File: config.mk
export PLATFORM = sky130hd
export DESIGN_NAME = ime_master
export DESIGN_NICKNAME = d
export VERILOG_FILES = /design/src/pkg/ime_pkg.sv /design/src/ime_master.sv /design/src/ime_sync.sv
export SDC_FILE = /design/constraint.sdc
export NUM_CORES = 1
export LEC_CHECK = 0
export ABC_AREA = 0
export ABC_CLOCK_PERIOD_IN_PS = 2700
export BUFFER_PORTS_ARGS = -buffer_cell sky130_fd_sc_hd__buf_4
export CAP_MARGIN = 20
export CORE_MARGIN = 2
export CORE_UTILIZATION = 50
export CTS_BUF_LIST = sky130_fd_sc_hd__clkbuf_16
export DETAILED_ROUTE_END_ITERATION = 8
export GPL_ROUTABILITY_DRIVEN = 0
export PLACE_DENSITY = 0.74
export SYNTH_ARGS = -nofsm -noshare
export SYNTH_HDL_FRONTEND = slang
export SYNTH_SLANG_ARGS = --single-unit
File: constraint.sdc
create_clock -name MCLK -period 2.7 [get_ports MCLK]
set_input_delay 0.135 -clock MCLK [delete_from_list [all_inputs] [get_ports MCLK]]
set_output_delay 0.135 -clock MCLK [all_outputs]
set_load 0.01 [all_outputs]
File: src/pkg/ime_pkg.sv
// Constants, register map and state encoding of the two-wire master engine.
// Assumes a 32-bit AHB-Lite register bus and open-drain SCL and SDA pins.
package ime_pkg;
  localparam int DW         = 32;
  localparam int AW         = 32;
  localparam int CNT_W      = 12;
  localparam int RISE_W     = 6;
  // Register byte offsets
  localparam logic [7:0] OFF_CTRL   = 8'h00;
  localparam logic [7:0] OFF_DATA   = 8'h04;
  localparam logic [7:0] OFF_STAT1  = 8'h08;
  localparam logic [7:0] OFF_STAT2  = 8'h0C;
  localparam logic [7:0] OFF_PERIOD = 8'h10;
  localparam logic [7:0] OFF_RISE   = 8'h14;
  // Control register fields
  localparam int CTRL_START  = 0;
  localparam int CTRL_STOP   = 1;
  localparam int CTRL_ACK    = 2;
  localparam int CTRL_EVT_EN = 3;
  localparam int CTRL_BUF_EN = 4;
  // Status register one fields
  localparam int ST1_SB      = 0;
  localparam int ST1_ADDR    = 1;
  localparam int ST1_BTF     = 2;
  localparam int ST1_RX_NOT_EMPTY_FLAG    = 6;
  localparam int ST1_TXE     = 7;
  // Status register two fields
  localparam int ST2_MSL     = 0;
  localparam int ST2_BUSY    = 1;
  localparam int ST2_TRA     = 2;
  // Reset values and bit counts
  localparam logic [CNT_W-1:0]  PERIOD_RST = 12'h01F;
  localparam logic [RISE_W-1:0] RISE_RST   = 6'h04;
  localparam logic [3:0]        ACK_SLOT   = 4'h8;
  // Master sequencer states
  typedef enum logic [3:0] {
    S_IDLE, S_ST_HOLD, S_WAIT, S_BLOW, S_BHIGH, S_SP_LOW, S_SP_HIGH, S_SP_DONE, S_RS_LOW, S_RS_HIGH
  } ime_state_t;
endpackage

File: src/ime_master.sv
// Master-mode two-wire bus engine with an AHB-Lite register slave.
// Assumes open-drain SCL/SDA resolved outside; pins arrive asynchronously to MCLK.
// Summary of operation
// - After rise interval, sample SCL; if low, pause the high counter until high.
// - Rise setting bounds the drive-high to seen-high delay, keeping SCL rate steady.
// - Bus free and start bit set: send start, set master flag.
// - Start bit in master mode: repeated start after the current byte.
// - After a start, set start-sent flag; event interrupt if enabled.
// - Start-sent clears on status one read then data write; SCL held low.
// - Send one address byte; then set address-sent flag, event interrupt.
// - Address-sent clears on status one read then status two read; SCL held.
// - Address bit zero selects transmit (0) or receive (1); direction flag shows it.
// - Transmitter stretches SCL after address until first data byte is written.
// - Transmitter: acknowledge received sets tx-empty; interrupt with both enables.
// - Tx-empty and no new byte at byte end: byte-finished set, SCL held.
// - Stop bit: send stop, clear tx-empty, byte-finished, master flag.
// - Start, address, first-data and last-byte events hold SCL low until serviced.
// - Receiver drives acknowledge when acknowledge bit set, else non-acknowledge.
// - Each received byte sets rx-not-empty; interrupt with both enables.
// - Rx-not-empty still set at next byte end: byte-finished set, SCL held.
// - Bytes move MSB first, eight bits plus a ninth acknowledge clock.
module ime_master (
  input  wire logic                  MCLK,
  input  wire logic                  RESET_N,
  input  wire logic                  HSEL,
  input  wire logic [ime_pkg::AW-1:0] HADDR,
  input  wire logic [1:0]            HTRANS,
  input  wire logic                  HWRITE,
  input  wire logic [2:0]            HSIZE,
  input  wire logic [ime_pkg::DW-1:0] HWDATA,
  input  wire logic                  HREADY,
  output logic      [ime_pkg::DW-1:0] HRDATA,
  output logic                       HREADYOUT,
  output logic                       HRESP,
  output logic                       IRQ,
  input  wire logic                  SCL_I,
  output logic                       SCL_O,
  output logic                       SCL_OE,
  input  wire logic                  SDA_I,
  output logic                       SDA_O,
  output logic                       SDA_OE
);
  import ime_pkg::*;

  // Bus-side state
  logic          wr_valid_reg, wr_valid_next;
  logic [7:0]    wr_addr_reg, wr_addr_next;
  logic [DW-1:0] hrdata_reg, hrdata_next;
  logic          ready_reg;
  // Engine state
  ime_state_t        state_reg, state_next;
  logic [CNT_W-1:0]  cnt_reg, cnt_next, period_reg, period_next;
  logic [RISE_W-1:0] rise_reg, rise_next;
  logic [3:0]        bit_reg, bit_next;
  logic [7:0]        shift_reg, shift_next, dr_reg, dr_next;
  logic dr_full_reg, dr_full_next, start_req_reg, start_req_next, stop_req_reg, stop_req_next;
  logic ack_en_reg, ack_en_next, evt_en_reg, evt_en_next, buf_en_reg, buf_en_next;
  logic sb_reg, sb_next, addr_reg, addr_next, btf_reg, btf_next, txe_reg, txe_next;
  logic rx_not_empty_flag_reg, rx_not_empty_flag_next, msl_reg, msl_next, tra_reg, tra_next, busy_reg, busy_next;
  logic addr_ph_reg, addr_ph_next, sda_prev_reg, sr1_seen_reg, sr1_seen_next;
  logic scl_oe_reg, scl_oe_next, sda_oe_reg, sda_oe_next, irq_reg, irq_next;
  // Decoded strobes and synchronised pins
  logic       ap, rd_stat1, rd_stat2, rd_data, wr_ctrl, wr_data, wr_period, wr_rise;
  logic [1:0] pins_s;
  logic       scl_s, sda_s, high_done, rx_data;

  // Pin synchroniser
  ime_sync #(.W(2)) u_sync (
    .clk   (MCLK),
    .rst_n (RESET_N),
    .d_in  ({SCL_I, SDA_I}),
    .q     (pins_s)
  );
  assign scl_s = pins_s[1];
  assign sda_s = pins_s[0];

  // Counter step for a released-SCL phase; pauses only after the rise interval
  function automatic logic [CNT_W-1:0] high_step(input logic [CNT_W-1:0] c,
                                                  input logic [RISE_W-1:0] r, input logic scl);
    logic [CNT_W-1:0] rl;
    rl = {{(CNT_W-RISE_W){1'b0}}, r};
    if (c >= rl && !scl)
      high_step = c;
    else
      high_step = c + 12'h001;
  endfunction

  // Address-phase decode and data-phase write strobes
  assign ap        = HSEL && HTRANS[1] && HREADY;
  assign rd_stat1  = ap && !HWRITE && HADDR[7:0] == OFF_STAT1;
  assign rd_stat2  = ap && !HWRITE && HADDR[7:0] == OFF_STAT2;
  assign rd_data   = ap && !HWRITE && HADDR[7:0] == OFF_DATA;
  assign wr_ctrl   = wr_valid_reg && wr_addr_reg == OFF_CTRL;
  assign wr_data   = wr_valid_reg && wr_addr_reg == OFF_DATA;
  assign wr_period = wr_valid_reg && wr_addr_reg == OFF_PERIOD;
  assign wr_rise   = wr_valid_reg && wr_addr_reg == OFF_RISE;
  assign high_done = cnt_reg == period_reg;
  assign rx_data   = !tra_reg && !addr_ph_reg;

  // Bus slave: capture writes, answer reads from the address phase
  always_comb
  begin
    wr_valid_next = ap && HWRITE;
    wr_addr_next  = HADDR[7:0];
    hrdata_next   = hrdata_reg;
    if (ap && !HWRITE)
    begin
      hrdata_next = '0;
      unique case (HADDR[7:0])
        OFF_CTRL:
        begin
          hrdata_next[CTRL_START]  = start_req_reg;
          hrdata_next[CTRL_STOP]   = stop_req_reg;
          hrdata_next[CTRL_ACK]    = ack_en_reg;
          hrdata_next[CTRL_EVT_EN] = evt_en_reg;
          hrdata_next[CTRL_BUF_EN] = buf_en_reg;
        end
        OFF_DATA:   hrdata_next[7:0] = dr_reg;
        OFF_STAT1:
        begin
          hrdata_next[ST1_SB]   = sb_reg;
          hrdata_next[ST1_ADDR] = addr_reg;
          hrdata_next[ST1_BTF]  = btf_reg;
          hrdata_next[ST1_RX_NOT_EMPTY_FLAG] = rx_not_empty_flag_reg;
          hrdata_next[ST1_TXE]  = txe_reg;
        end
        OFF_STAT2:
        begin
          hrdata_next[ST2_MSL]  = msl_reg;
          hrdata_next[ST2_BUSY] = busy_reg;
          hrdata_next[ST2_TRA]  = tra_reg;
        end
        OFF_PERIOD: hrdata_next[CNT_W-1:0] = period_reg;
        OFF_RISE:   hrdata_next[RISE_W-1:0] = rise_reg;
        default:    hrdata_next = '0; // Unmapped reads as zero
      endcase
    end
  end

  always_ff @(posedge MCLK)
  begin
    if (!RESET_N)
    begin
      wr_valid_reg <= 1'b0;
      wr_addr_reg  <= 8'h00;
      hrdata_reg   <= '0;
      ready_reg    <= 1'b0;
    end
    else
    begin
      wr_valid_reg <= wr_valid_next;
      wr_addr_reg  <= wr_addr_next;
      hrdata_reg   <= hrdata_next;
      ready_reg    <= 1'b1;
    end
  end

  // Engine: software access effects first, hardware events after so sets win
  always_comb
  begin
    state_next = state_reg;   cnt_next = cnt_reg;       bit_next = bit_reg;
    shift_next = shift_reg;   dr_next = dr_reg;         dr_full_next = dr_full_reg;
    start_req_next = start_req_reg; stop_req_next = stop_req_reg;
    ack_en_next = ack_en_reg; evt_en_next = evt_en_reg; buf_en_next = buf_en_reg;
    sb_next = sb_reg;         addr_next = addr_reg;     btf_next = btf_reg;
    txe_next = txe_reg;       rx_not_empty_flag_next = rx_not_empty_flag_reg;     msl_next = msl_reg;
    tra_next = tra_reg;       addr_ph_next = addr_ph_reg; sda_oe_next = sda_oe_reg;
    period_next = wr_period ? HWDATA[CNT_W-1:0] : period_reg;
    rise_next   = wr_rise ? HWDATA[RISE_W-1:0] : rise_reg;
    busy_next   = busy_reg;
    if (scl_s && sda_prev_reg && !sda_s)
      busy_next = 1'b1;
    else if (scl_s && !sda_prev_reg && sda_s)
      busy_next = 1'b0;
    sr1_seen_next = sr1_seen_reg;
    if (rd_stat1)
      sr1_seen_next = 1'b1;
    else if (wr_data || rd_data || rd_stat2)
      sr1_seen_next = 1'b0;
    if (wr_ctrl)
    begin
      start_req_next = start_req_reg || HWDATA[CTRL_START];
      stop_req_next  = stop_req_reg || HWDATA[CTRL_STOP];
      ack_en_next    = HWDATA[CTRL_ACK];
      evt_en_next    = HWDATA[CTRL_EVT_EN];
      buf_en_next    = HWDATA[CTRL_BUF_EN];
    end
    if (wr_data)
    begin
      dr_next      = HWDATA[7:0];
      dr_full_next = 1'b1;
      txe_next     = 1'b0;
      if (sb_reg && sr1_seen_reg)
        sb_next = 1'b0;
      if (btf_reg && tra_reg && sr1_seen_reg)
        btf_next = 1'b0;
    end
    if (rd_stat2 && addr_reg && sr1_seen_reg)
      addr_next = 1'b0;
    if (rd_data)
    begin
      if (btf_reg && !tra_reg && sr1_seen_reg)
      begin
        dr_next  = shift_reg;
        btf_next = 1'b0;
      end
      else
        rx_not_empty_flag_next = 1'b0;
    end
    cnt_next = cnt_reg + 12'h001;
    unique case (state_reg)
      S_IDLE:
      begin
        cnt_next = '0;
        if (start_req_reg && !busy_reg && scl_s && sda_s)
        begin
          state_next = S_ST_HOLD;
          msl_next = 1'b1;
          sda_oe_next = 1'b1;
        end
      end
      S_ST_HOLD:
        if (high_done)
        begin
          state_next = S_WAIT;
          cnt_next = '0;
          sb_next = 1'b1;
          start_req_next = 1'b0;
          addr_ph_next = 1'b1;
          tra_next = 1'b0;
        end
      S_WAIT:
      begin
        cnt_next = '0;
        if (sb_reg || addr_reg)
          state_next = S_WAIT;
        else if (stop_req_reg)
        begin
          state_next = S_SP_LOW;
          stop_req_next = 1'b0;
          sda_oe_next = 1'b1;
          txe_next = 1'b0;
          btf_next = 1'b0;
          msl_next = 1'b0;
        end
        else if (start_req_reg)
        begin
          state_next = S_RS_LOW;
          sda_oe_next = 1'b0;
        end
        else if (btf_reg)
          state_next = S_WAIT;
        else if (addr_ph_reg || tra_reg)
        begin
          if (dr_full_reg)
          begin
            state_next = S_BLOW;
            shift_next = dr_reg;
            dr_full_next = 1'b0;
            txe_next = !addr_ph_reg;
            bit_next = 4'h0;
          end
        end
        else
        begin
          state_next = S_BLOW;
          bit_next = 4'h0;
        end
      end
      S_BLOW:
      begin
        if (cnt_reg == (period_reg >> 1))
        begin
          if (bit_reg == ACK_SLOT)
            sda_oe_next = rx_data && ack_en_reg;
          else
            sda_oe_next = (tra_reg || addr_ph_reg) && !shift_reg[7];
        end
        if (high_done)
        begin
          state_next = S_BHIGH;
          cnt_next = '0;
        end
      end
      S_BHIGH:
      begin
        cnt_next = high_step(cnt_reg, rise_reg, scl_s);
        if (high_done)
        begin
          cnt_next = '0;
          if (bit_reg != ACK_SLOT)
          begin
            state_next = S_BLOW;
            shift_next = {shift_reg[6:0], sda_s};
            bit_next = bit_reg + 4'h1;
          end
          else
          begin
            state_next = S_WAIT;
            if (addr_ph_reg)
            begin
              addr_ph_next = 1'b0;
              addr_next = 1'b1;
              tra_next = !shift_reg[0];
              txe_next = !shift_reg[0];
            end
            else if (tra_reg)
            begin
              if (!sda_s)
              begin
                txe_next = 1'b1;
                if (dr_full_reg && !stop_req_reg && !start_req_reg)
                begin
                  state_next = S_BLOW;
                  shift_next = dr_reg;
                  dr_full_next = 1'b0;
                  bit_next = 4'h0;
                end
                else if (!dr_full_reg)
                  btf_next = 1'b1;
              end
            end
            else if (!rx_not_empty_flag_next) // A data read in this cycle frees the register
            begin
              dr_next = shift_reg;
              rx_not_empty_flag_next = 1'b1;
            end
            else
              btf_next = 1'b1;
          end
        end
      end
      S_SP_LOW:
        if (high_done)
        begin
          state_next = S_SP_HIGH;
          cnt_next = '0;
        end
      S_SP_HIGH:
      begin
        cnt_next = high_step(cnt_reg, rise_reg, scl_s);
        if (high_done)
        begin
          state_next = S_SP_DONE;
          cnt_next = '0;
          sda_oe_next = 1'b0;
        end
      end
      S_SP_DONE:
        if (high_done)
          state_next = S_IDLE;
      S_RS_LOW:
        if (high_done)
        begin
          state_next = S_RS_HIGH;
          cnt_next = '0;
        end
      S_RS_HIGH:
      begin
        cnt_next = high_step(cnt_reg, rise_reg, scl_s);
        if (high_done)
        begin
          state_next = S_ST_HOLD;
          cnt_next = '0;
          sda_oe_next = 1'b1;
        end
      end
      default:
        state_next = S_IDLE;
    endcase
    scl_oe_next = state_next inside {S_WAIT, S_BLOW, S_SP_LOW, S_RS_LOW};
    irq_next = evt_en_next && (sb_next || addr_next || btf_next || (buf_en_next && (txe_next || rx_not_empty_flag_next)));
  end

  always_ff @(posedge MCLK)
  begin
    if (!RESET_N)
    begin
      state_reg <= S_IDLE;    cnt_reg <= '0;            bit_reg <= 4'h0;
      shift_reg <= 8'h00;     dr_reg <= 8'h00;          dr_full_reg <= 1'b0;
      start_req_reg <= 1'b0;  stop_req_reg <= 1'b0;     ack_en_reg <= 1'b0;
      evt_en_reg <= 1'b0;     buf_en_reg <= 1'b0;       sb_reg <= 1'b0;
      addr_reg <= 1'b0;       btf_reg <= 1'b0;          txe_reg <= 1'b0;
      rx_not_empty_flag_reg <= 1'b0;       msl_reg <= 1'b0;          tra_reg <= 1'b0;
      busy_reg <= 1'b0;       addr_ph_reg <= 1'b0;      sda_prev_reg <= 1'b1;
      sr1_seen_reg <= 1'b0;   scl_oe_reg <= 1'b0;       sda_oe_reg <= 1'b0;
      irq_reg <= 1'b0;        period_reg <= PERIOD_RST; rise_reg <= RISE_RST;
    end
    else
    begin
      state_reg <= state_next; cnt_reg <= cnt_next;     bit_reg <= bit_next;
      shift_reg <= shift_next; dr_reg <= dr_next;       dr_full_reg <= dr_full_next;
      start_req_reg <= start_req_next; stop_req_reg <= stop_req_next; ack_en_reg <= ack_en_next;
      evt_en_reg <= evt_en_next; buf_en_reg <= buf_en_next; sb_reg <= sb_next;
      addr_reg <= addr_next;   btf_reg <= btf_next;     txe_reg <= txe_next;
      rx_not_empty_flag_reg <= rx_not_empty_flag_next;   msl_reg <= msl_next;     tra_reg <= tra_next;
      busy_reg <= busy_next;   addr_ph_reg <= addr_ph_next; sda_prev_reg <= sda_s;
      sr1_seen_reg <= sr1_seen_next; scl_oe_reg <= scl_oe_next; sda_oe_reg <= sda_oe_next;
      irq_reg <= irq_next;     period_reg <= period_next; rise_reg <= rise_next;
    end
  end

  // Outputs straight from flops; pins only ever pull low
  assign HRDATA    = hrdata_reg;
  assign HREADYOUT = ready_reg;
  assign HRESP     = 1'b0 & ready_reg;
  assign IRQ       = irq_reg;
  assign SCL_O     = 1'b0 & scl_oe_reg;
  assign SDA_O     = 1'b0 & sda_oe_reg;
  assign SCL_OE    = scl_oe_reg;
  assign SDA_OE    = sda_oe_reg;
endmodule

File: src/ime_sync.sv
// Three-stage synchroniser for pin levels entering the MCLK domain.
// Assumes idle-high open-drain lines; the output moves once stages two and three agree.
module ime_sync #(
  parameter int W = 2
) (
  input  wire logic         clk,
  input  wire logic         rst_n,
  input  wire logic [W-1:0] d_in,
  output logic      [W-1:0] q
);
  logic [W-1:0] s1_reg, s2_reg, s3_reg, q_reg;
  logic [W-1:0] q_next;

  // Take each bit only when the last two stages agree
  always_comb
  begin
    for (int i = 0; i < W; i++)
      q_next[i] = (s2_reg[i] == s3_reg[i]) ? s3_reg[i] : q_reg[i];
  end

  // Stage registers, reset to the idle-high level
  always_ff @(posedge clk)
  begin
    if (!rst_n)
    begin
      s1_reg <= '1;
      s2_reg <= '1;
      s3_reg <= '1;
      q_reg  <= '1;
    end
    else
    begin
      s1_reg <= d_in;
      s2_reg <= s1_reg;
      s3_reg <= s2_reg;
      q_reg  <= q_next;
    end
  end

  assign q = q_reg;
endmodule

======== Yosys cells after proc, flatten, opt, wreduce, memory -nomap -nowiden ========
Index checks and enable logic that the tools add are counted.
word-level totals
  output and inout bits ................... 39
  word-level logic and storage cells ...... 317
  flip-flop bits (word level) ............. 104
operators by class
  magnitude comparators ................... 1
  multiplexer cells ....................... 156
  reduce and logical (&&, ||, !) cells .... 73
  eq/ne operators ......................... 49
  add/subtract/negate cells ............... 2
operators with widths
  operator                                        number
  2-to-1 mux 8 bit                                21
  2-to-1 mux 4 bit                                28
  2-to-1 mux 1 bit                                89
  case mux 4 bit (10 select lines)                1
  2-to-1 mux 12 bit                               3
  case mux 12 bit (3 select lines)                1
  logical AND 1 bit                               33
  == test 8 x 5 -> 1 bit (second input constant)  4
  inequality test 2 bit (second input constant)   15
  inequality test 3 bit (second input constant)   7
  == test 4 x 3 -> 1 bit (second input constant)  5
  case mux 3 bit (6 select lines)                 1
  == test 4 x 2 -> 1 bit (second input constant)  4
  == test 4 bit (second input constant)           4
  == test 8 x 3 -> 1 bit (second input constant)  2
  == test 8 x 4 -> 1 bit (second input constant)  2
  logical NOT 8 bit                               2
  case mux 8 bit (2 select lines)                 1
  adder 12 x 1 -> 12 bit (second input constant)  1
  == test 12 x 11 -> 1 bit                        1
  == test 12 bit                                  1
  greater-or-equal comparator 12 x 6 -> 1 bit     1
  case mux 1 bit (2 select lines)                 6
  AND reduction 12 bit                            1
  other kinds (22)                                47

======== Longest topological paths before layout ========
  depth after elaboration ................. 17
  mapped depth ............................ 10

======== By module ========
From an unflattened synthesis, not the netlist that was laid out.
unflattened totals
  cell total of the unflattened synthesis .. 645
  area, all modules ....................... 5,549.1 µm²
by module, submodules not included
  module      cells each  times used  area each (µm²)  seq. area each (µm²)
  ime_master  625         1           5,323.9          1,921.8
  ime_sync    20          1           225.2            160.2

======== Least setup slack after synthesis ========
No wires, ideal clock.
  path type ............................... register -> register
  start ................................... register cnt_reg[0]
  end ..................................... register cnt_reg[6]
  cell stages (with the launch flop) ...... 10
  clock period less this slack ............ 2.194 ns
  library setup time ...................... 0.071 ns
  path buffers ............................ 0
  path slack .............................. 0.506 ns
  data arrival time ....................... 2.123 ns
  cell sequence ........................... dfxtp_1 -> inv_1 -> ha_1 -> nand2b_1 -> a21o_1 -> a211oi_1 -> o21a_1 -> nor2_1 -> or4_1 -> a21oi_1
on the way
  cells in the longest elaborated chain, start to end .. 4
  elaborated cells on any way between the ends .. 9
ends and longest elaborated chain
  item                              line                                 text
  start: declaration                ime_master.sv:52                     logic [CNT_W-1:0] cnt_reg, cnt_next, period_reg, period_next;
  start signal: assignment          ime_master.sv:391                    state_reg <= state_next; cnt_reg <= cnt_next; bit_reg <= bit_next;
  adder 12 x 1 -> 12 bit            ime_master.sv:85, ime_master.sv:210
  2-to-1 mux 12 bit                 ime_master.sv:82                     if (c >= rl && !scl)
  2-to-1 mux 12 bit                 ime_master.sv:288                    if (high_done)
  case mux 12 bit (3 select lines)  ime_master.sv:211                    unique case (state_reg)
Parallel ways exist; a longest one is shown, timed or not. The select of a mux whose other input is x is not followed.
A chain may end at the register's enable or synchronous reset.

======== Worst setup path after layout ========
  start ................................... input HADDR[1] (netlist bit)
  end ..................................... register irq_reg, in the netlist IRQ
on the way
  cells in the longest elaborated chain, start to end .. 14
  elaborated cells on any way between the ends .. 35
ends and longest elaborated chain
  item                             line               text
  start: declaration               ime_master.sv:26   input wire logic [ime_pkg::AW-1:0] HADDR,
  == test 8 x 3 -> 1 bit           ime_master.sv:92   assign rd_data = ap && !HWRITE && HADDR[7:0] == OFF_DATA;
  logical AND 1 bit                ime_master.sv:92
  2-to-1 mux 1 bit                 ime_master.sv:200  if (rd_data)
  2-to-1 mux 1 bit                 ime_master.sv:319  else if (!dr_full_reg)
  2-to-1 mux 1 bit                 ime_master.sv:312  if (dr_full_reg && !stop_req_reg && !start_req_reg)
  2-to-1 mux 1 bit                 ime_master.sv:309  if (!sda_s)
  2-to-1 mux 1 bit                 ime_master.sv:307  else if (tra_reg)
  2-to-1 mux 1 bit                 ime_master.sv:300  if (addr_ph_reg)
  2-to-1 mux 1 bit                 ime_master.sv:291  if (bit_reg != ACK_SLOT)
  2-to-1 mux 1 bit                 ime_master.sv:288
  case mux 1 bit (2 select lines)  ime_master.sv:211
  logical OR 1 bit                 ime_master.sv:372  irq_next = evt_en_next && (sb_next || addr_next || btf_next || (buf_en_next && (txe_next || rx_not_empty_flag_ ...
  logical OR 1 bit (*)             ime_master.sv:372
  logical AND 1 bit (*)            ime_master.sv:372
  end signal: assignment           ime_master.sv:399  irq_reg <= irq_next; period_reg <= period_next; rise_reg <= rise_next;
  end: declaration                 ime_master.sv:61   logic scl_oe_reg, scl_oe_next, sda_oe_reg, sda_oe_next, irq_reg, irq_next;
Mark *: on every way between the ends. The rest lies on a longest branch, timed or not.

==> results.md <==
- Outcome: finished clean
- Port-buffer cells: 43
- Hold Violations, Final: 0
- Cell area after placement: 0.00598 sq mm
- Worst clock skew: 0.00955 ns
- Largest net degree at the start of global routing: 51
- CP Cell Sequence: dlygate4sd3_1 -> buf_4 -> or4_4 -> or4b_1 -> o31a_1 -> a21oi_2 -> nand4_1 -> o21a_1
- Distinct cells, synth: 69
- Worst Setup Path Type: input pin to flop
- Min Clock Period, post-route: 2.56 ns
- Crit path largest cell delay: 0.64 ns
- Fin crit share: 94.7%
- CTS Buf Count: 9
- Vias in the first global route: 4620
- CTS tree: done
- Sequential area share after synthesis: 37.2%
- P&R area growth vs syn: 13.3%
- Initial core utilization: 51.3%
- Worst path slowest cell: or4b_1
- HPWL Detailed: 9940 um
- Total negative slack: 0 ns
- Setup violators final: 0
- Hold Path Class: input pin to flop
- Initial antenna violation count: 0
- Required time of the critical path: 2.94 ns
- Max Freq: 391 MHz
- Drt drc: 0
- Via count: 4958
- CORE AREA: 0.0109 sq mm
- Syn avg cell area: 8.44 sq um
- Leakage dissipation: 2.43 nW
- Max cap viols: 0
- DRT iter0 DRCs: 367
- Total track usage: 24.0%
- Pwr Density: 477 mW/mm^2
- Primary FF master, synth: dfxtp_1
- WL final: 13800 um
- Die H: 110 um
- Rows: 38
- Die width: 110 um
- Worst setup EP type: flop
- Ys async rst share: 0%
- Antenna viol nets, final: 0
- Clk sinks: 104
- Reg clk slew, reported paths: 0.07 ns
- Layout cells sized above 1: 14.4%
- Slew Limit Headroom: 54.0%
- Grt ovf: 0
- Fin area: 0.00634 sq mm
- IR drop worst, VDD: 0.000322 V
- Skew-Pair Late Insertion Delay: 0.35 ns
- # nets final: 790
- Mapped Area: 0.00559 sq mm
- Io pins: 115
- Die area: 0.0120 sq mm
- CTS Buffer Depth: 2
- Arr. time, crit path: 2.80 ns
- Critical Path Source Type: input pin
- Ys Warns: 0
- Final max-slew violation count: 0
- Vias/cell: 5.83
- Drt pass-1 iters: 5
- Clk root buf: clkbuf_16
- Global-route wire length before repair: 22500 um
- FF+latch count, synth: 104
- RSZ-0062 raised after global routing: false
- EDFF count, synth: 0
- H-tree depth: 3
- Wire per inst: 16.2 um
- Cells after synthesis: 662
- Ant. Diodes: 0
- CP Max Fanout: 6
- Slew @ Worst Pin: 0.690 ns
logic make-up (layout without fill, tap and decap cells):
kind of cell / count (synthesis) / count (layout) / synth area share, %
simple gates: 269 / 269 / 24.8
compound gates: 136 / 136 / 16.1
flops: 104 / 104 / 37.2
buf+inv: 73 / 99 / 7.18
mux: 43 / 43 / 8.15
xor+xnor: 27 / 27 / 4.50
fa+ha+maj: 9 / 9 / 2.01
other cells: 1 / 23 / 0.0671
per-layer routing:
layer / up-vias / GRT usage [%] / part of all wire [%]
li1: 2396 / - / -
met1: 2344 / 31.2 / 45
met2: 188 / 38.9 / 46
met3: 30 / 4.62 / 5.7
met4: 0 / 10.0 / 2.6
met5: - / 0 / 0
power by group:
group / internal (mW) / total, mW / switching [mW] / leakage, nW
Clock: 0.731 / 1.34 / 0.607 / 0.150
Combinational: 0.0530 / 0.133 / 0.0801 / 1.44
Sequential: 1.54 / 1.55 / 0.00607 / 0.842
layout make-up:
class	instances	area, sq um
fillers	961	4550
multi-input cells	507	3190
flip-flops and latches	104	2080
repair buffers	69	531
clock buffers	9	225
well taps	140	175
clock inverters	7	78.8
inverters	14	52.6
worst max-delay path, delay by kind of cell:
family,cells,cell delay (ns)
buffers and inverters,2,0.68
AO/OA/AOI/OAI,3,0.69
AND/OR/NAND/NOR,3,1.31
cells in the mapped netlist (8+ instances only):
library cell | count | area share, %
ha_1 | 9 | 2.0
inv_1 | 13 | 0.87
dfxtp_1 | 104 | 37
a21oi_1 | 35 | 3.1
clkbuf_1 | 22 | 1.5
and3_1 | 8 | 0.90
nand3_1 | 26 | 2.3
a31oi_1 | 8 | 0.90
and2_1 | 17 | 1.9
mux2i_1 | 41 | 7.3
buf_4 | 24 | 3.2
nor2_1 | 77 | 5.2
o21ai_0 | 35 | 3.1
a211oi_1 | 10 | 1.3
xnor2_1 | 11 | 1.7
or3_1 | 9 | 1.0
nor3_1 | 10 | 0.90
nor4_1 | 9 | 1.0
nand2_1 | 59 | 4.0
nand2b_1 | 12 | 1.3
xor2_1 | 14 | 2.2
layout by cell type, fill, tap and decap left out, types with 4 or more instances in the layout:
master,count
a31oi_1,8
or3_1,9
nand2b_1,12
nor2_1,76
xor2_1,14
mux2i_1,41
a21oi_1,35
xnor2_1,11
a211oi_1,10
a21boi_0,4
nor4_1,9
nor2b_1,6
o21a_1,4
dfxtp_1,104
clkbuf_16,9
conb_1,23
and2_1,17
nand3b_1,4
inv_1,14
nand2_1,59
ha_1,9
nand4b_1,5
nand3_1,26
a311oi_1,7
nor3_1,10
nand4_1,7
dlygate4sd3_1,5
o21ai_0,35
and3_1,8
buf_4,64
a221oi_1,5
final timing paths:
path | startpoint | endpoint | slack [ns] | cells after the start
min reg2reg | u_sync.s1_reg[0] | u_sync.s2_reg[0] | 0.41 | 1
min | HADDR[5] | wr_addr_reg[5] | 0.008 | 2
max reg2reg | cnt_reg[9] | IRQ | 0.21 | 7
max | HADDR[1] | IRQ | 0.14 | 8
per-stage QoR:
stage | cells | power, mW | utilization, % | setup WS, ns | hold slack (ns)
6_report | 850 | 3.02 | 58.2 | 0.142 | 0.00755
3_3_place_gp | 829 | 1.71 | 54.9 | 0.248 | 0.317
4_1_cts | 850 | 3.04 | 58.2 | 0.162 | 0.00825
2_1_floorplan | 684 | 1.68 | - | 0.506 | 0.163
3_5_place_dp | 829 | 1.71 | 54.9 | 0.200 | 0.320
5_1_grt | 850 | 3.12 | 58.2 | 0.0553 | 0.0117
timing repair:
item / 4_1_cts / 5_1_grt
hold endpoints to repair: 5 / 0
resized for setup: 0 / 1
buffers inserted: 0 / 0
hold buffers: 5 / 0
setup endpoints to repair: 0 / 4
Power figures use the tool's default switching activity.
